$ cat src/rtl/sst_defines.svh
`ifndef SST_DEFINES_SVH
`define SST_DEFINES_SVH
// ----------------------------------------
// Opcode fields
// ----------------------------------------
`define SST_OP_SUB 6'h02
`define SST_OP_SWAP 6'h0e
`define SST_OP_DIR 11'h00c
`define SST_DIR_MIN 3'h5
`define SST_DEST_BIT 7
`define SST_OP_HI 13
`define SST_OP_LO 8
`define SST_DIR_LO 3
`define SST_ADDR_HI 6
`define SST_SEL_HI 2
`define SST_W_RESET 8'h00
`endif

$ cat src/rtl/sst_pkg.sv
package sst_pkg;
   // Write-back bundle toward working register, file and direction registers
   typedef struct packed {
      logic w_we;
      logic f_we;
      logic [6:0] f_addr;
      logic dir_we;
      logic [2:0] dir_sel;
      logic [7:0] data;
   } sst_wb_t;
   // Status flag update bundle
   typedef struct packed {
      logic we;
      logic carry;
      logic digit_carry_flag;
      logic zero;
   } sst_flags_t;
   typedef enum logic [1:0] {SST_NONE, SST_SUB, SST_SWAP, SST_DIR} sst_op_t;
endpackage

$ cat src/rtl/sst_exec.sv
`timescale 1ns/10ps
`include "sst_defines.svh"
module sst_exec
   import sst_pkg::*;
(
   input wire logic clk,
   input wire logic resetn,
   input wire logic instr_valid,
   input wire logic [13:0] instr,
   input wire logic [7:0] file_rdata,
   output logic [7:0] work_reg,
   output sst_wb_t wb,
   output sst_flags_t flags
);
   // ----------------------------------------
   // Decode
   // ----------------------------------------
   sst_op_t op;
   logic dest;
   logic [5:0] op_field;
   logic [10:0] dir_field;
   logic [6:0] addr_field;
   logic [2:0] sel_field;
   logic sub_hit;
   logic swap_hit;
   logic dir_hit;
   logic w_write;
   logic [8:0] diff;
   logic [4:0] low_diff;
   logic [7:0] result;

   // Instruction word fields
   assign op_field = instr[`SST_OP_HI:`SST_OP_LO];
   assign dir_field = instr[`SST_OP_HI:`SST_DIR_LO];
   assign addr_field = instr[`SST_ADDR_HI:0];
   assign sel_field = instr[`SST_SEL_HI:0];
   assign dest = instr[`SST_DEST_BIT];

   // Opcode matches; the legacy direction word only for selectors 5 to 7
   assign sub_hit = (op_field == `SST_OP_SUB);
   assign swap_hit = (op_field == `SST_OP_SWAP);
   assign dir_hit = (dir_field == `SST_OP_DIR) && (sel_field >= `SST_DIR_MIN);

   // Opcode classification, nothing without a valid word
   always_comb begin
      op = SST_NONE;
      if (instr_valid) begin
         if (sub_hit) begin
            op = SST_SUB;
         end else if (swap_hit) begin
            op = SST_SWAP;
         end else if (dir_hit) begin
            op = SST_DIR;
         end
      end
   end

   // Working register written only by subtract or swap with d clear
   assign w_write = (op == SST_SUB || op == SST_SWAP) && !dest;

   // ----------------------------------------
   // Arithmetic
   // ----------------------------------------
   // Borrow visible as the top bit; carry is its inverse
   assign diff = {1'b0, file_rdata} - {1'b0, work_reg};
   // Low-nibble borrow feeds digit carry
   assign low_diff = {1'b0, file_rdata[3:0]} - {1'b0, work_reg[3:0]};
   // Result selection
   always_comb begin
      unique case (op)
         SST_SUB: result = diff[7:0];
         SST_SWAP: result = {file_rdata[3:0], file_rdata[7:4]};
         SST_DIR: result = work_reg;
         SST_NONE: result = 8'h00;
      endcase
   end

   // ----------------------------------------
   // Working register
   // ----------------------------------------
   // Updated at the end of the instruction cycle
   always_ff @(posedge clk or negedge resetn) begin
      if (!resetn) begin
         work_reg <= `SST_W_RESET;
      end else if (w_write) begin
         work_reg <= result;
      end
   end

   // ----------------------------------------
   // Write-back and flags
   // ----------------------------------------
   // Registered write-back toward the file and direction registers
   always_ff @(posedge clk or negedge resetn) begin
      if (!resetn) begin
         wb <= '0;
      end else begin
         wb.w_we <= w_write;
         wb.f_we <= (op == SST_SUB || op == SST_SWAP) && dest;
         wb.f_addr <= addr_field;
         wb.dir_we <= (op == SST_DIR);
         wb.dir_sel <= sel_field;
         wb.data <= result;
      end
   end

   // Flags change only for subtract
   always_ff @(posedge clk or negedge resetn) begin
      if (!resetn) begin
         flags <= '0;
      end else begin
         flags.we <= (op == SST_SUB);
         if (op == SST_SUB) begin
            flags.carry <= ~diff[8];
            flags.digit_carry_flag <= ~low_diff[4];
            flags.zero <= (diff[7:0] == 8'h00);
         end
      end
   end

   // ----------------------------------------
   // Subtract checks
   // ----------------------------------------
   // Subtract into the working register
   a_sub_dest_w: assert property (@(posedge clk) disable iff (!resetn)
      (op == SST_SUB && !dest) |=> (work_reg == $past(diff[7:0]) && !wb.f_we))
      else $error("subtract to working register wrong");

   // Subtract back into the file register
   a_sub_dest_f: assert property (@(posedge clk) disable iff (!resetn)
      (op == SST_SUB && dest) |=> (wb.f_we && $stable(work_reg) && wb.data == $past(diff[7:0])))
      else $error("subtract to file wrong");

   // File address carried with the write-back
   a_file_addr: assert property (@(posedge clk) disable iff (!resetn)
      (op == SST_SUB || op == SST_SWAP) |=> (wb.f_addr == $past(instr[6:0])))
      else $error("file address wrong");

   // Any valid subtract word updates the flags, taken from the raw bits
   a_sub_decode: assert property (@(posedge clk) disable iff (!resetn)
      (instr_valid && instr[13:8] == `SST_OP_SUB) |=> flags.we)
      else $error("subtract not decoded");

   // Carry is the inverse of a borrow out of bit 7
   a_sub_carry: assert property (@(posedge clk) disable iff (!resetn)
      (op == SST_SUB) |=> (flags.carry == ($past(file_rdata) >= $past(work_reg))))
      else $error("carry flag wrong");

   // Zero from the full 8-bit result
   a_sub_zero: assert property (@(posedge clk) disable iff (!resetn)
      (op == SST_SUB) |=> (flags.zero == ($past(file_rdata) == $past(work_reg))))
      else $error("zero flag wrong");

   // Digit carry is the inverse of a low-nibble borrow
   a_sub_digit: assert property (@(posedge clk) disable iff (!resetn)
      (op == SST_SUB) |=>
      (flags.digit_carry_flag == ($past(file_rdata[3:0]) >= $past(work_reg[3:0]))))
      else $error("digit carry wrong");

   // ----------------------------------------
   // Swap checks
   // ----------------------------------------
   // Swap exchanges nibbles and leaves the flags alone
   a_swap_value: assert property (@(posedge clk) disable iff (!resetn)
      (op == SST_SWAP) |=>
      (wb.data == {$past(file_rdata[3:0]), $past(file_rdata[7:4])} && !flags.we))
      else $error("swap result wrong");

   // Swap destination follows d
   a_swap_dest: assert property (@(posedge clk) disable iff (!resetn)
      (op == SST_SWAP) |=> (wb.f_we == $past(dest) && wb.w_we == !$past(dest)))
      else $error("swap destination wrong");

   // Swap into W lands the exchanged value
   a_swap_to_w: assert property (@(posedge clk) disable iff (!resetn)
      (op == SST_SWAP && !dest) |=>
      (work_reg == {$past(file_rdata[3:0]), $past(file_rdata[7:4])}))
      else $error("swap into working register wrong");

   // ----------------------------------------
   // Direction checks
   // ----------------------------------------
   // Direction load copies W and touches no flag
   a_dir_load: assert property (@(posedge clk) disable iff (!resetn)
      (op == SST_DIR) |=>
      (wb.dir_we && wb.data == $past(work_reg) && $stable(work_reg) && !flags.we))
      else $error("direction load wrong");

   // Selector carried with the direction strobe
   a_dir_select: assert property (@(posedge clk) disable iff (!resetn)
      (op == SST_DIR) |=> (wb.dir_sel == $past(instr[2:0]) && wb.dir_sel >= `SST_DIR_MIN))
      else $error("direction selector wrong");

   // Direction words with selectors below 5 do nothing
   a_dir_refused: assert property (@(posedge clk) disable iff (!resetn)
      (instr_valid && instr[13:3] == `SST_OP_DIR && instr[2:0] < `SST_DIR_MIN) |=>
      (!wb.dir_we && !flags.we && $stable(work_reg)))
      else $error("refused direction word acted");

   // ----------------------------------------
   // Hold checks
   // ----------------------------------------
   // Flag values hold outside subtract
   a_flags_hold: assert property (@(posedge clk) disable iff (!resetn)
      (op != SST_SUB) |=>
      (!flags.we && $stable({flags.carry, flags.digit_carry_flag, flags.zero})))
      else $error("flags changed outside subtract");

   // W untouched unless a subtract or swap targets it
   a_w_hold: assert property (@(posedge clk) disable iff (!resetn)
      !w_write |=> $stable(work_reg))
      else $error("working register changed");

   // Nothing strobes without a decoded word
   a_one_cycle: assert property (@(posedge clk) disable iff (!resetn)
      (op == SST_NONE) |=> (!wb.w_we && !wb.f_we && !wb.dir_we && !flags.we))
      else $error("spurious write-back");
endmodule // sst_exec

$ cat config.mk
export PLATFORM = sky130hd
export DESIGN_NAME = sst_exec
export DESIGN_NICKNAME = d
export VERILOG_FILES = /design/src/rtl/sst_pkg.sv /design/src/rtl/sst_exec.sv
export VERILOG_INCLUDE_DIRS = /design/src /design/src/rtl
export SDC_FILE = /design/constraint.sdc
export NUM_CORES = 1
export LEC_CHECK = 0
export BUFFER_PORTS_ARGS = -buffer_cell sky130_fd_sc_hd__buf_2
export CAP_MARGIN = 20
export CORE_MARGIN = 5
export CORE_UTILIZATION = 30
export DETAILED_ROUTE_END_ITERATION = 10
export GPL_TIMING_DRIVEN = 0
export SETUP_SLACK_MARGIN = 0.5
export SYNTH_ARGS = -nofsm -noshare
export SYNTH_HDL_FRONTEND = slang
export SYNTH_SLANG_ARGS = --single-unit
export TNS_END_PERCENT = 20
$ cat constraint.sdc
create_clock -name clk -period 2.9 [get_ports clk]
set_input_delay 0.29 -clock clk [delete_from_list [all_inputs] [get_ports clk]]
set_output_delay 0.29 -clock clk [all_outputs]
set_load 0.02 [all_outputs]
==> impl_results.md, run 1 <==
- Outcome: finished, final reports clean
- Net total in the final layout: 256
- Num Clock Sinks: 30
- Net count after synthesis: 192
- Routed via count: 1403
- Final worst path period need: 2.16 ns
- Post-Synthesis Cell Area: 1580 µm²
- Clock-pin slew of the registers on the worst-case setup and hold paths: 0.07 ns
- Worst path slowest cell: sky130_fd_sc_hd__dfrtp_1
- Peak per-stage delay on the critical path: 0.42 ns
- # resized after CTS: 0
- Fin Setup TNS: 0 ns
- Total leakage power: 1.03 nW
- Post-CTS Setup Inserts: 0
- Clock H-tree levels: 2
- Element type at the critical path end: flop
- Die outline area: 6830 µm²
- Post-route cell area: 2050 µm²
- Arrival time reported for the critical path endpoint: 2.35 ns
- Share of the clock period used by the worst path after layout: 0.745
- DRC viols: 0
- Setup repair after global routing missed its margin: no
- Number of flip-flops in the largest register: 18
- Area Growth Syn to Fin: 29.5%
- Fraction of the yosys area taken by sequential cells: 0.474
- Instance count of the mapped netlist: 158
- Die boundary height: 82.7 µm
- Share of final-layout standard cells stronger than drive strength 1: 0.345
- Maximum count of clock buffers along a single path: 2
- Setup crit start kind: flop
- Gate family responsible for the most delay along the worst path: compound AO/OA/AOI/OAI gates
- Post-DRT Antenna Nets: 0
- Worst Path Max Fanout: 5
- Total power: 1.09 mW
- Global-route wire length before repair: 6.83 mm
- Number of storage elements in the synthesis netlist: 30
- Count of max-cap constraint violations: 0
- Max-slew headroom at the worst pin: 0.537
- Setup-violating endpoint count in the final report: 0
- Final HPWL DP: 3.21 mm
- Core footprint: 5110 µm²
- Initial Utilization: 0.310
- Number of clock buffers inserted by TritonCTS: 5
- Leftover overflow at the end of global routing: 0
- Worst hold slack after final layout: 0.0507 ns
- Post-synthesis average cell area: 10.0 µm²
- Vias per cell: 4.79
- N_diodes: 0
- Final worst clock skew: 0.00810 ns
- Row count: 26
- Distinct cell type count of the synthesized netlist: 48
- Total wire length: 4.14 mm
- TritonCTS clock tree: built
- Antenna violations before repair: 0
- Count of input and output buffers: 57
- Gpl congestion: 0.881
- Post-detailed-route wirelength per cell: 14.1 µm
- Root Buffer Master: sky130_fd_sc_hd__clkbuf_8
- Pwr/cell area: 530 nW/µm²
- Clk_lat worst skew: 0.28 ns
- Die Wd: 82.7 µm
- Critical path required time: 3.09 ns
- Number of slew-limit violations in the final report: 0
- CP Cell Sequence: ha_1 > fa_1 > nand2b_1 > a21oi_2 > xnor2_1 > o2bb2a_1 > o31ai_1
- Type of the setup path with the least slack: flop to flop
- Ports placed on the boundary: 58
- Crit path buffers/inverters: 0
- Fmax: 463 MHz
- Number of search-and-repair iterations in the first detailed-routing pass: 4
- Worst slew pin tran: 0.694 ns
- Number of fill cells in the layout: 530
- Pin count of the biggest net entering global routing: 31
- Via count of the first global-routing pass: 1396
- R2R setup slack: 0.74 ns
- Count of synthesis-stage warnings from yosys: 0
- Largest voltage drop on the vdd net: 0.176 mV
- Path type of the worst min-delay path: input pin to async pin
- All-layer global routing usage: 0.135
- Fraction of the core area covered by cells at the end of the flow: 0.402
- Launch instance of the worst register-to-register path: work_reg[0]
- Final-report hold violation count: 0
- Initial DRC Count: 49
- Post-CTS Hold Buffers: 0
- Register-to-Register Path Depth: 7
- Placed instance area: 1960 µm²
- End of the worst register-to-register path: work_reg[4]
placed cells by master (no fill, tap or decap), types with 2 or more instances in the layout:
cell and count:
sky130_fd_sc_hd__inv_1 10, sky130_fd_sc_hd__a22o_1 2, sky130_fd_sc_hd__buf_4 3, sky130_fd_sc_hd__xnor2_1 3
sky130_fd_sc_hd__o311a_1 2, sky130_fd_sc_hd__o2111ai_1 2, sky130_fd_sc_hd__o2bb2a_1 2, sky130_fd_sc_hd__nand3_1 3
sky130_fd_sc_hd__nor2_1 15, sky130_fd_sc_hd__clkbuf_8 6, sky130_fd_sc_hd__nand2b_1 2, sky130_fd_sc_hd__nand2_1 19
sky130_fd_sc_hd__a21oi_1 12, sky130_fd_sc_hd__nor3b_1 2, sky130_fd_sc_hd__o31ai_1 3, sky130_fd_sc_hd__ha_1 8
sky130_fd_sc_hd__dfrtp_1 30, sky130_fd_sc_hd__or3_1 3, sky130_fd_sc_hd__o21ai_0 5, sky130_fd_sc_hd__o311ai_1 2
sky130_fd_sc_hd__buf_2 58, sky130_fd_sc_hd__clkbuf_1 2, sky130_fd_sc_hd__clkinv_2 2
cell families (layout without fill, tap and decap cells):
| group | count (synthesis) | in the layout | share of synthesized area |
|---|---|---|---|
| simple gates | 54 | 54 | 0.180 |
| compound gates | 44 | 44 | 0.197 |
| flops | 30 | 30 | 0.474 |
| buf+inv | 18 | 83 | 0.0561 |
| fa+ha+maj | 9 | 9 | 0.0758 |
| xor+xnor | 3 | 3 | 0.0166 |
per-layer routing:
metal,track usage,wire [µm],vias to the layer above
li1,-,-,696
met1,0.162,1830,657
met2,0.223,1980,41
met3,0.0401,240,9
met4,0.0588,83,0
met5,0,0,-
how the worst max path moves through the flow:
stage | depth (start not counted) | startpoint | end | slack (ns)
after detailed placement | 9 | file_rdata[0] | work_reg[4] | 0.66
after global placement | 9 | file_rdata[0] | work_reg[4] | 0.63
after CTS | 7 | work_reg[0] | work_reg[4] | 0.65
after global routing | 7 | work_reg[0] | work_reg[6] | 0.58
final | 7 | work_reg[0] | work_reg[4] | 0.74
after floorplan | 7 | work_reg[0] | work_reg[4] | 0.79
layout make-up:
class / count / area, µm² / area share
inverters: 12 / 46.3 / 0.0226
clock inverters: 1 / 5.00 / 0.00244
plain buffers: 6 / 42.5 / 0.0207
flip-flops and latches: 30 / 751 / 0.366
well taps: 70 / 87.6 / 0.0427
repair buffers: 57 / 285 / 0.139
clock buffers: 7 / 86.3 / 0.0421
multi-input cells: 110 / 748 / 0.365
worst register-to-register path, stage by stage (launching register included):
cell                       delay [ns]
sky130_fd_sc_hd__dfrtp_1         0.42
sky130_fd_sc_hd__ha_1            0.23
sky130_fd_sc_hd__fa_1            0.40
sky130_fd_sc_hd__nand2b_1        0.19
sky130_fd_sc_hd__a21oi_2         0.19
sky130_fd_sc_hd__xnor2_1         0.11
sky130_fd_sc_hd__o2bb2a_1        0.32
sky130_fd_sc_hd__o31ai_1         0.22
synth_stat cells, drive strengths merged:
master / number / share of area
a21boi: 2 / 0.0095
a311oi: 1 / 0.0055
o31a: 1 / 0.0055
o311ai: 2 / 0.011
and4bb: 1 / 0.0079
and2: 1 / 0.0040
or4: 1 / 0.0071
clkinv: 1 / 0.0032
nand3b: 1 / 0.0047
a21oi: 13 / 0.041
nand3: 3 / 0.0095
ha: 8 / 0.063
o211a: 1 / 0.0063
nor4b: 1 / 0.0055
nor4: 2 / 0.017
nand2: 19 / 0.045
or3: 3 / 0.012
a22oi: 1 / 0.0047
o32ai: 1 / 0.0055
o2bb2a: 2 / 0.013
inv: 11 / 0.026
o21a: 1 / 0.0047
xnor2: 3 / 0.017
o31ai: 4 / 0.022
o2111ai: 2 / 0.011
nor2b: 1 / 0.0040
buf: 5 / 0.024
fa: 1 / 0.013
or2: 1 / 0.0040
nand2b: 2 / 0.0079
o311a: 2 / 0.013
nor3: 1 / 0.0063
clkbuf: 1 / 0.0024
a21o: 1 / 0.0047
o21ai: 6 / 0.019
a31oi: 1 / 0.0040
nor3b: 2 / 0.0095
nor2: 15 / 0.036
dfrtp: 30 / 0.47
a22o: 2 / 0.011
a21bo: 1 / 0.0063
stage by stage:
stage / setup slack [ns] / instances
6_report: 0.739 / 293
3_5_place_dp: 0.659 / 285
2_1_floorplan: 0.787 / 158
3_3_place_gp: 0.631 / 285
4_1_cts: 0.653 / 293
5_1_grt: 0.584 / 293
report_power, final:
| group | total (mW) | leakage (nW) | switching [mW] | internal, mW |
|---|---|---|---|---|
| clock | 0.344 | 0.0482 | 0.153 | 0.191 |
| combinational | 0.281 | 0.601 | 0.173 | 0.109 |
| sequential | 0.462 | 0.386 | 0.0178 | 0.444 |
No activity file was read; power rests on OpenSTA's default activity.
==> run 2: changes to the inputs <==
==> constraint.sdc (replaced) <==
create_clock -name clk -period 2.2 [get_ports clk]
set_input_delay 0.22 -clock clk [delete_from_list [all_inputs] [get_ports clk]]
set_output_delay 0.22 -clock clk [all_outputs]
set_load 0.02 [all_outputs]
==> run 2 against run 1 <==
Cell count is 1.7% higher. Clock skew shrank 0.0015 ns. Largest power group unchanged. Largest cell class is now multi-input gates. Clock-buffer cell count decreased by 2. Non-clock buffer count grew 5. Highest routed layer unchanged. Combinational power rose by 71%.
==> impl_results.md, run 2 (synthesis results as in run 1) <==
- Arrival time reported for the critical path endpoint: 2.13 ns
- Number of stages on the worst setup path: 7
- Gate family responsible for the most delay along the worst path: compound AO/OA/AOI/OAI gates
- Clock H-tree levels: 2
- Setup-violating endpoint count in the final report: 0
- Die Wd: 82.7 µm
- Pin count of the biggest net entering global routing: 31
- Path type of the worst min-delay path: input pin to flop
- Net switching power figure: 513 µW
- Count of input and output buffers: 57
- Area Growth Syn to Fin: 45.3%
- Worst Path Max Fanout: 4
- Share of total power in the clock network: 0.331
- End of the worst register-to-register path: flags[0]
- Critical path required time: 2.39 ns
- Post-DRT Antenna Nets: 0
- Launch instance of the worst register-to-register path: work_reg[3]
- Number of search-and-repair iterations in the first detailed-routing pass: 4
- Clk_lat worst skew: 0.28 ns
- Crit path to: flags[0]
- Crit path buffers/inverters: 1
- Setup crit start kind: flop
- Maximum count of clock buffers along a single path: 2
- CP Cell Sequence: inv_1 > ha_4 > o211a_1 > a21boi_2 > nor2_1 > or3_1 > o31ai_2
- Pwr/cell area: 710 nW/µm²
- Most common library cell in the layout ignoring fill and taps: sky130_fd_sc_hd__buf_2
- Gpl congestion: 0.801
- Number of clock buffers inserted by TritonCTS: 5
- Number of slew-limit violations in the final report: 0
- Largest voltage drop on the vdd net: 0.245 mV
- Register-to-Register Path Depth: 7
- DRC viols: 0
- Switching part of the total power: 0.314
- Fraction of the core area covered by cells at the end of the flow: 0.451
- All-layer global routing usage: 0.131
- Die boundary height: 82.7 µm
- Global-route wire length before repair: 6.64 mm
- Final cell count without fillers: 298
- Combinational share of power: 0.294
- Fin Setup TNS: 0 ns
- Hold Path Cell Cnt: 1
- Total power: 1.63 mW
- Core footprint: 5110 µm²
- Final HPWL DP: 3.29 mm
- Peak per-stage delay on the critical path: 0.40 ns
- R2R setup slack: 0.26 ns
- Setup repair after global routing missed its margin: yes
- Routed via count: 1412
- Total wire length: 4.39 mm
- Fmax: 517 MHz
- Worst slew pin tran: 0.640 ns
- Ports placed on the boundary: 58
- Commonest cells after routing, fill and taps aside: sky130_fd_sc_hd__buf_2, sky130_fd_sc_hd__dfrtp_1, sky130_fd_sc_hd__nand2_1, sky130_fd_sc_hd__nor2_1, sky130_fd_sc_hd__a21oi_1
- Initial DRC Count: 49
- Placed instance area: 2000 µm²
- Post-detailed-route wirelength per cell: 14.7 µm
- Count of max-cap constraint violations: 0
- Element type at the critical path end: flop
- Root Buffer Master: sky130_fd_sc_hd__clkbuf_8
- Outcome: finished, final reports clean
- Number of fill cells in the layout: 504
- Initial Utilization: 0.310
- Max-slew headroom at the worst pin: 0.570
- Net total in the final layout: 261
- Multi-input gate area in the final layout: 936 µm²
- Internal power component: 1.12 mW
- Post-route cell area: 2300 µm²
- TritonCTS clock tree: built
- Type of the setup path with the least slack: flop to flop
- Share of final-layout standard cells stronger than drive strength 1: 0.491
- Clock-pin slew of the registers on the worst-case setup and hold paths: 0.07 ns
- Final worst clock skew: 0.00663 ns
- Antenna violations before repair: 0
- Placed cell count: 285
- Share of the clock period used by the worst path after layout: 0.880
- Launching instance or port of the critical path: work_reg[3]
- Worst path slowest cell: sky130_fd_sc_hd__dfrtp_2
- Row count: 26
- Vias per cell: 4.74
- Final-report hold violation count: 0
- N_diodes: 0
- Total leakage power: 1.10 nW
- Num Clock Sinks: 30
- Final worst path period need: 1.94 ns
- Number of flip-flops in the largest register: 18
- Via count of the first global-routing pass: 1360
- Seq pwr share: 0.375
- Sequential cell area: 756 µm²
- Die outline area: 6830 µm²
- Leftover overflow at the end of global routing: 0
run 2: cell count changes in the layout (fill, tap and decap cells not counted), moves of 3 or more:
cell,previous run,this run
sky130_fd_sc_hd__ha_4,0,5
sky130_fd_sc_hd__dfrtp_1,30,26
sky130_fd_sc_hd__buf_4,3,7
sky130_fd_sc_hd__a21oi_1,12,9
sky130_fd_sc_hd__ha_1,8,3
sky130_fd_sc_hd__dfrtp_2,0,4
run 2: worst reg2reg max path, delay by kind of cell (launching register included):
| family | cells | cell delay, ns |
|---|---|---|
| AOI/OAI and AO/OA | 3 | 0.61 |
| and+or+nand+nor | 2 | 0.44 |
| buffers and inverters | 1 | 0.08 |
| adders and majority gates | 1 | 0.30 |
| DFF | 1 | 0.40 |
run 2: cell type report:
class	count	area share
multi-input combinational	110	0.407
sequential	30	0.328
timing repair buffer	62	0.141
tap	70	0.0380
clock buffer	5	0.0299
inverter	12	0.0201
buffer	6	0.0185
clock inverter	3	0.0174
run 2: metrics by stage:
stage	setup slack [ns]	hold WS, ns
floorplan	0.300	-0.0756
global placement	0.127	0.294
detailed placement	0.123	0.302
CTS	0.288	0.0505
global route	0.206	0.0464
finish	0.264	0.0553
run 2: power groups by stage:
stage               combinational [mW]  sequential (mW)  clock [mW]
floorplan                        0.225            0.663           0
global placement                 0.391            0.620           0
detailed placement               0.396            0.621           0
CTS                              0.434            0.611       0.553
global route                     0.522            0.618       0.578
finish                           0.481            0.613       0.542
run 2: worst min-delay path by stage:
stage | startpoint | endpoint | slack, ns
2_1_floorplan | resetn | flags[0] | -0.08
3_3_place_gp | resetn | wb[3] | 0.29
3_5_place_dp | resetn | work_reg[4] | 0.30
4_1_cts | instr[2] | wb[14] | 0.05
5_1_grt | instr[5] | wb[17] | 0.05
6_report | instr[5] | wb[17] | 0.06
run 2: per-layer routing:
| layer | track usage | vias to the layer above | wire length [µm] |
|---|---|---|---|
| met2 | 0.211 | 38 | 2190 |
| li1 | - | 706 | - |
| met4 | 0.0539 | 0 | 72 |
| met1 | 0.170 | 662 | 1880 |
| met3 | 0.0293 | 6 | 234 |
| met5 | 0 | - | 0 |
run 2: timing repair:
| item | CTS | global route |
|---|---|---|
| endpoints found under the hold margin | 6 | 0 |
| setup endpoints to repair | 14 | 18 |
| hold buffers | 1 | 0 |
| setup buffers | 3 | 1 |
| pin swaps | 2 | 6 |
| resized for setup | 12 | 17 |
==> run 3: changes to the inputs <==
--- a/config.mk
+++ b/config.mk
@@ -11,7 +11,6 @@
 export CORE_MARGIN = 5
 export CORE_UTILIZATION = 30
 export DETAILED_ROUTE_END_ITERATION = 10
-export GPL_TIMING_DRIVEN = 0
 export SETUP_SLACK_MARGIN = 0.5
 export SYNTH_ARGS = -nofsm -noshare
 export SYNTH_HDL_FRONTEND = slang
==> run 3 against run 2 <==
Die area stayed put. Largest cell class unchanged. Global-route usage rose by 0.38 points. Highest routed layer unchanged. Clock-buffer cell count increased by 2. Final area is 4.0% lower. Power fell by 6.9%. Sequential power about the same. Clock power down 17%. Register-to-register slack is essentially flat.
==> impl_results.md, run 3 (synthesis results as in run 1) <==
- Critical path required time: 2.39 ns
- Gpl congestion: 0.853
- Total power: 1.52 mW
- Largest voltage drop on the vdd net: 0.281 mV
- Number of slew-limit violations in the final report: 0
- DRC viols: 0
- Type of the setup path with the least slack: flop to flop
- Final worst clock skew: 0.00565 ns
- Initial Utilization: 0.310
- TritonCTS clock tree: built
- Number of clock buffers inserted by TritonCTS: 5
- Net total in the final layout: 258
- Net switching power figure: 496 µW
- Setup crit start kind: flop
- Gate family responsible for the most delay along the worst path: compound AO/OA/AOI/OAI gates
- Outcome: finished, final reports clean
- Pin count of the biggest net entering global routing: 31
- Arrival time reported for the critical path endpoint: 2.12 ns
- N_diodes: 0
- Core footprint: 5110 µm²
- All-layer global routing usage: 0.135
- Pwr/cell area: 689 nW/µm²
- Num Clock Sinks: 30
- Post-DRT Antenna Nets: 0
- Post-route cell area: 2210 µm²
- Die boundary height: 82.7 µm
- Share of total power in the clock network: 0.296
- Sequential cell area: 754 µm²
- Area Growth Syn to Fin: 39.6%
- Count of max-cap constraint violations: 0
- Total leakage power: 1.06 nW
- Routed via count: 1406
- Maximum count of clock buffers along a single path: 2
- Total wire length: 4.24 mm
- Placed instance area: 1990 µm²
- Worst slew pin tran: 0.652 ns
- Root Buffer Master: sky130_fd_sc_hd__clkbuf_8
- Die Wd: 82.7 µm
- Row count: 26
- Multi-input gate area in the final layout: 883 µm²
- Final HPWL DP: 3.26 mm
- Share of final-layout standard cells stronger than drive strength 1: 0.458
- Commonest cells after routing, fill and taps aside: sky130_fd_sc_hd__buf_2, sky130_fd_sc_hd__dfrtp_1, sky130_fd_sc_hd__nand2_1, sky130_fd_sc_hd__nor2_1, sky130_fd_sc_hd__a21oi_1
- Worst path slowest cell: sky130_fd_sc_hd__dfrtp_2
- Peak per-stage delay on the critical path: 0.42 ns
- Setup repair after global routing missed its margin: yes
- Die outline area: 6830 µm²
- Worst hold slack after final layout: 0.0591 ns
- Final worst path period need: 1.93 ns
- Max-slew headroom at the worst pin: 0.565
- Most common library cell in the layout ignoring fill and taps: sky130_fd_sc_hd__buf_2
- Combinational share of power: 0.302
- Seq pwr share: 0.402
- Clk_lat worst skew: 0.28 ns
- Fin Setup TNS: 0 ns
- Element type at the critical path end: flop
- Number of fill cells in the layout: 535
- Worst Path Max Fanout: 4
- Crit path buffers/inverters: 0
- Final-report hold violation count: 0
- Path type of the worst min-delay path: input pin to flop
- Global-route wire length before repair: 6.84 mm
- Vias per cell: 4.77
- Count of input and output buffers: 57
- Clock H-tree levels: 2
- Initial DRC Count: 47
- Setup-violating endpoint count in the final report: 0
- Leftover overflow at the end of global routing: 0
- Internal power component: 1.03 mW
- Antenna violations before repair: 0
- Fmax: 519 MHz
- Number of flip-flops in the largest register: 18
- Switching part of the total power: 0.325
- Post-detailed-route wirelength per cell: 14.4 µm
- Via count of the first global-routing pass: 1417
- Share of the clock period used by the worst path after layout: 0.876
- Number of search-and-repair iterations in the first detailed-routing pass: 4
- CP Cell Sequence: ha_4 > fa_2 > nand2b_4 > a21oi_4 > o31a_1 > nor2_1 > o31ai_2
- Clock-pin slew of the registers on the worst-case setup and hold paths: 0.06 ns
- Ports placed on the boundary: 58
## run 3: stage by stage
step	cells	util	setup WS [ns]
2_1_floorplan	158	-	0.300
3_3_place_gp	283	0.389	0.102
3_5_place_dp	283	0.389	0.0881
4_1_cts	294	0.426	0.306
5_1_grt	295	0.433	0.190
6_report	295	0.433	0.273
## run 3: final timing paths
kind,start,endpoint,slack (ns),cells past startpoint
max,work_reg[0],flags[0],0.27,7
min in group asynchronous,resetn,wb[3],0.50,2
min,instr[6],wb[18],0.06,1
max reg2reg,work_reg[0],flags[0],0.27,7
max in group asynchronous,resetn,work_reg[2],1.23,2
min reg2reg,flags[1],flags[1],0.49,2
## run 3: timing repair
action | 4_1_cts | 5_1_grt
hold buffers | 1 | 0
resized for setup | 12 | 8
endpoints found under the setup margin | 12 | 14
setup buffers | 2 | 1
pin swaps | 1 | 1
endpoints found under the hold margin | 16 | 0
## run 3: power groups by stage
stage | Clock [mW] | Combinational (mW) | Sequential, mW
after detailed placement | 0 | 0.393 | 0.621
after CTS | 0.461 | 0.427 | 0.612
final | 0.451 | 0.460 | 0.612
after global routing | 0.489 | 0.503 | 0.618
after floorplan | 0 | 0.225 | 0.663
after global placement | 0 | 0.391 | 0.621
## run 3: per-layer routing
layer | track usage | vias to the layer above | wire length [µm]
li1 | - | 695 | -
met1 | 0.169 | 664 | 1930
met2 | 0.222 | 39 | 2010
met3 | 0.0347 | 8 | 212
met4 | 0.0539 | 0 | 82
met5 | 0 | - | 0
## run 3: final cells by class
cell class                      count  area share
Inverter                           12      0.0209
Clock inverter                      1     0.00226
Tap cell                           70      0.0396
Sequential cell                    30       0.341
Timing Repair Buffer               65       0.157
Clock buffer                        7      0.0390
Multi-Input combinational cell    110       0.400
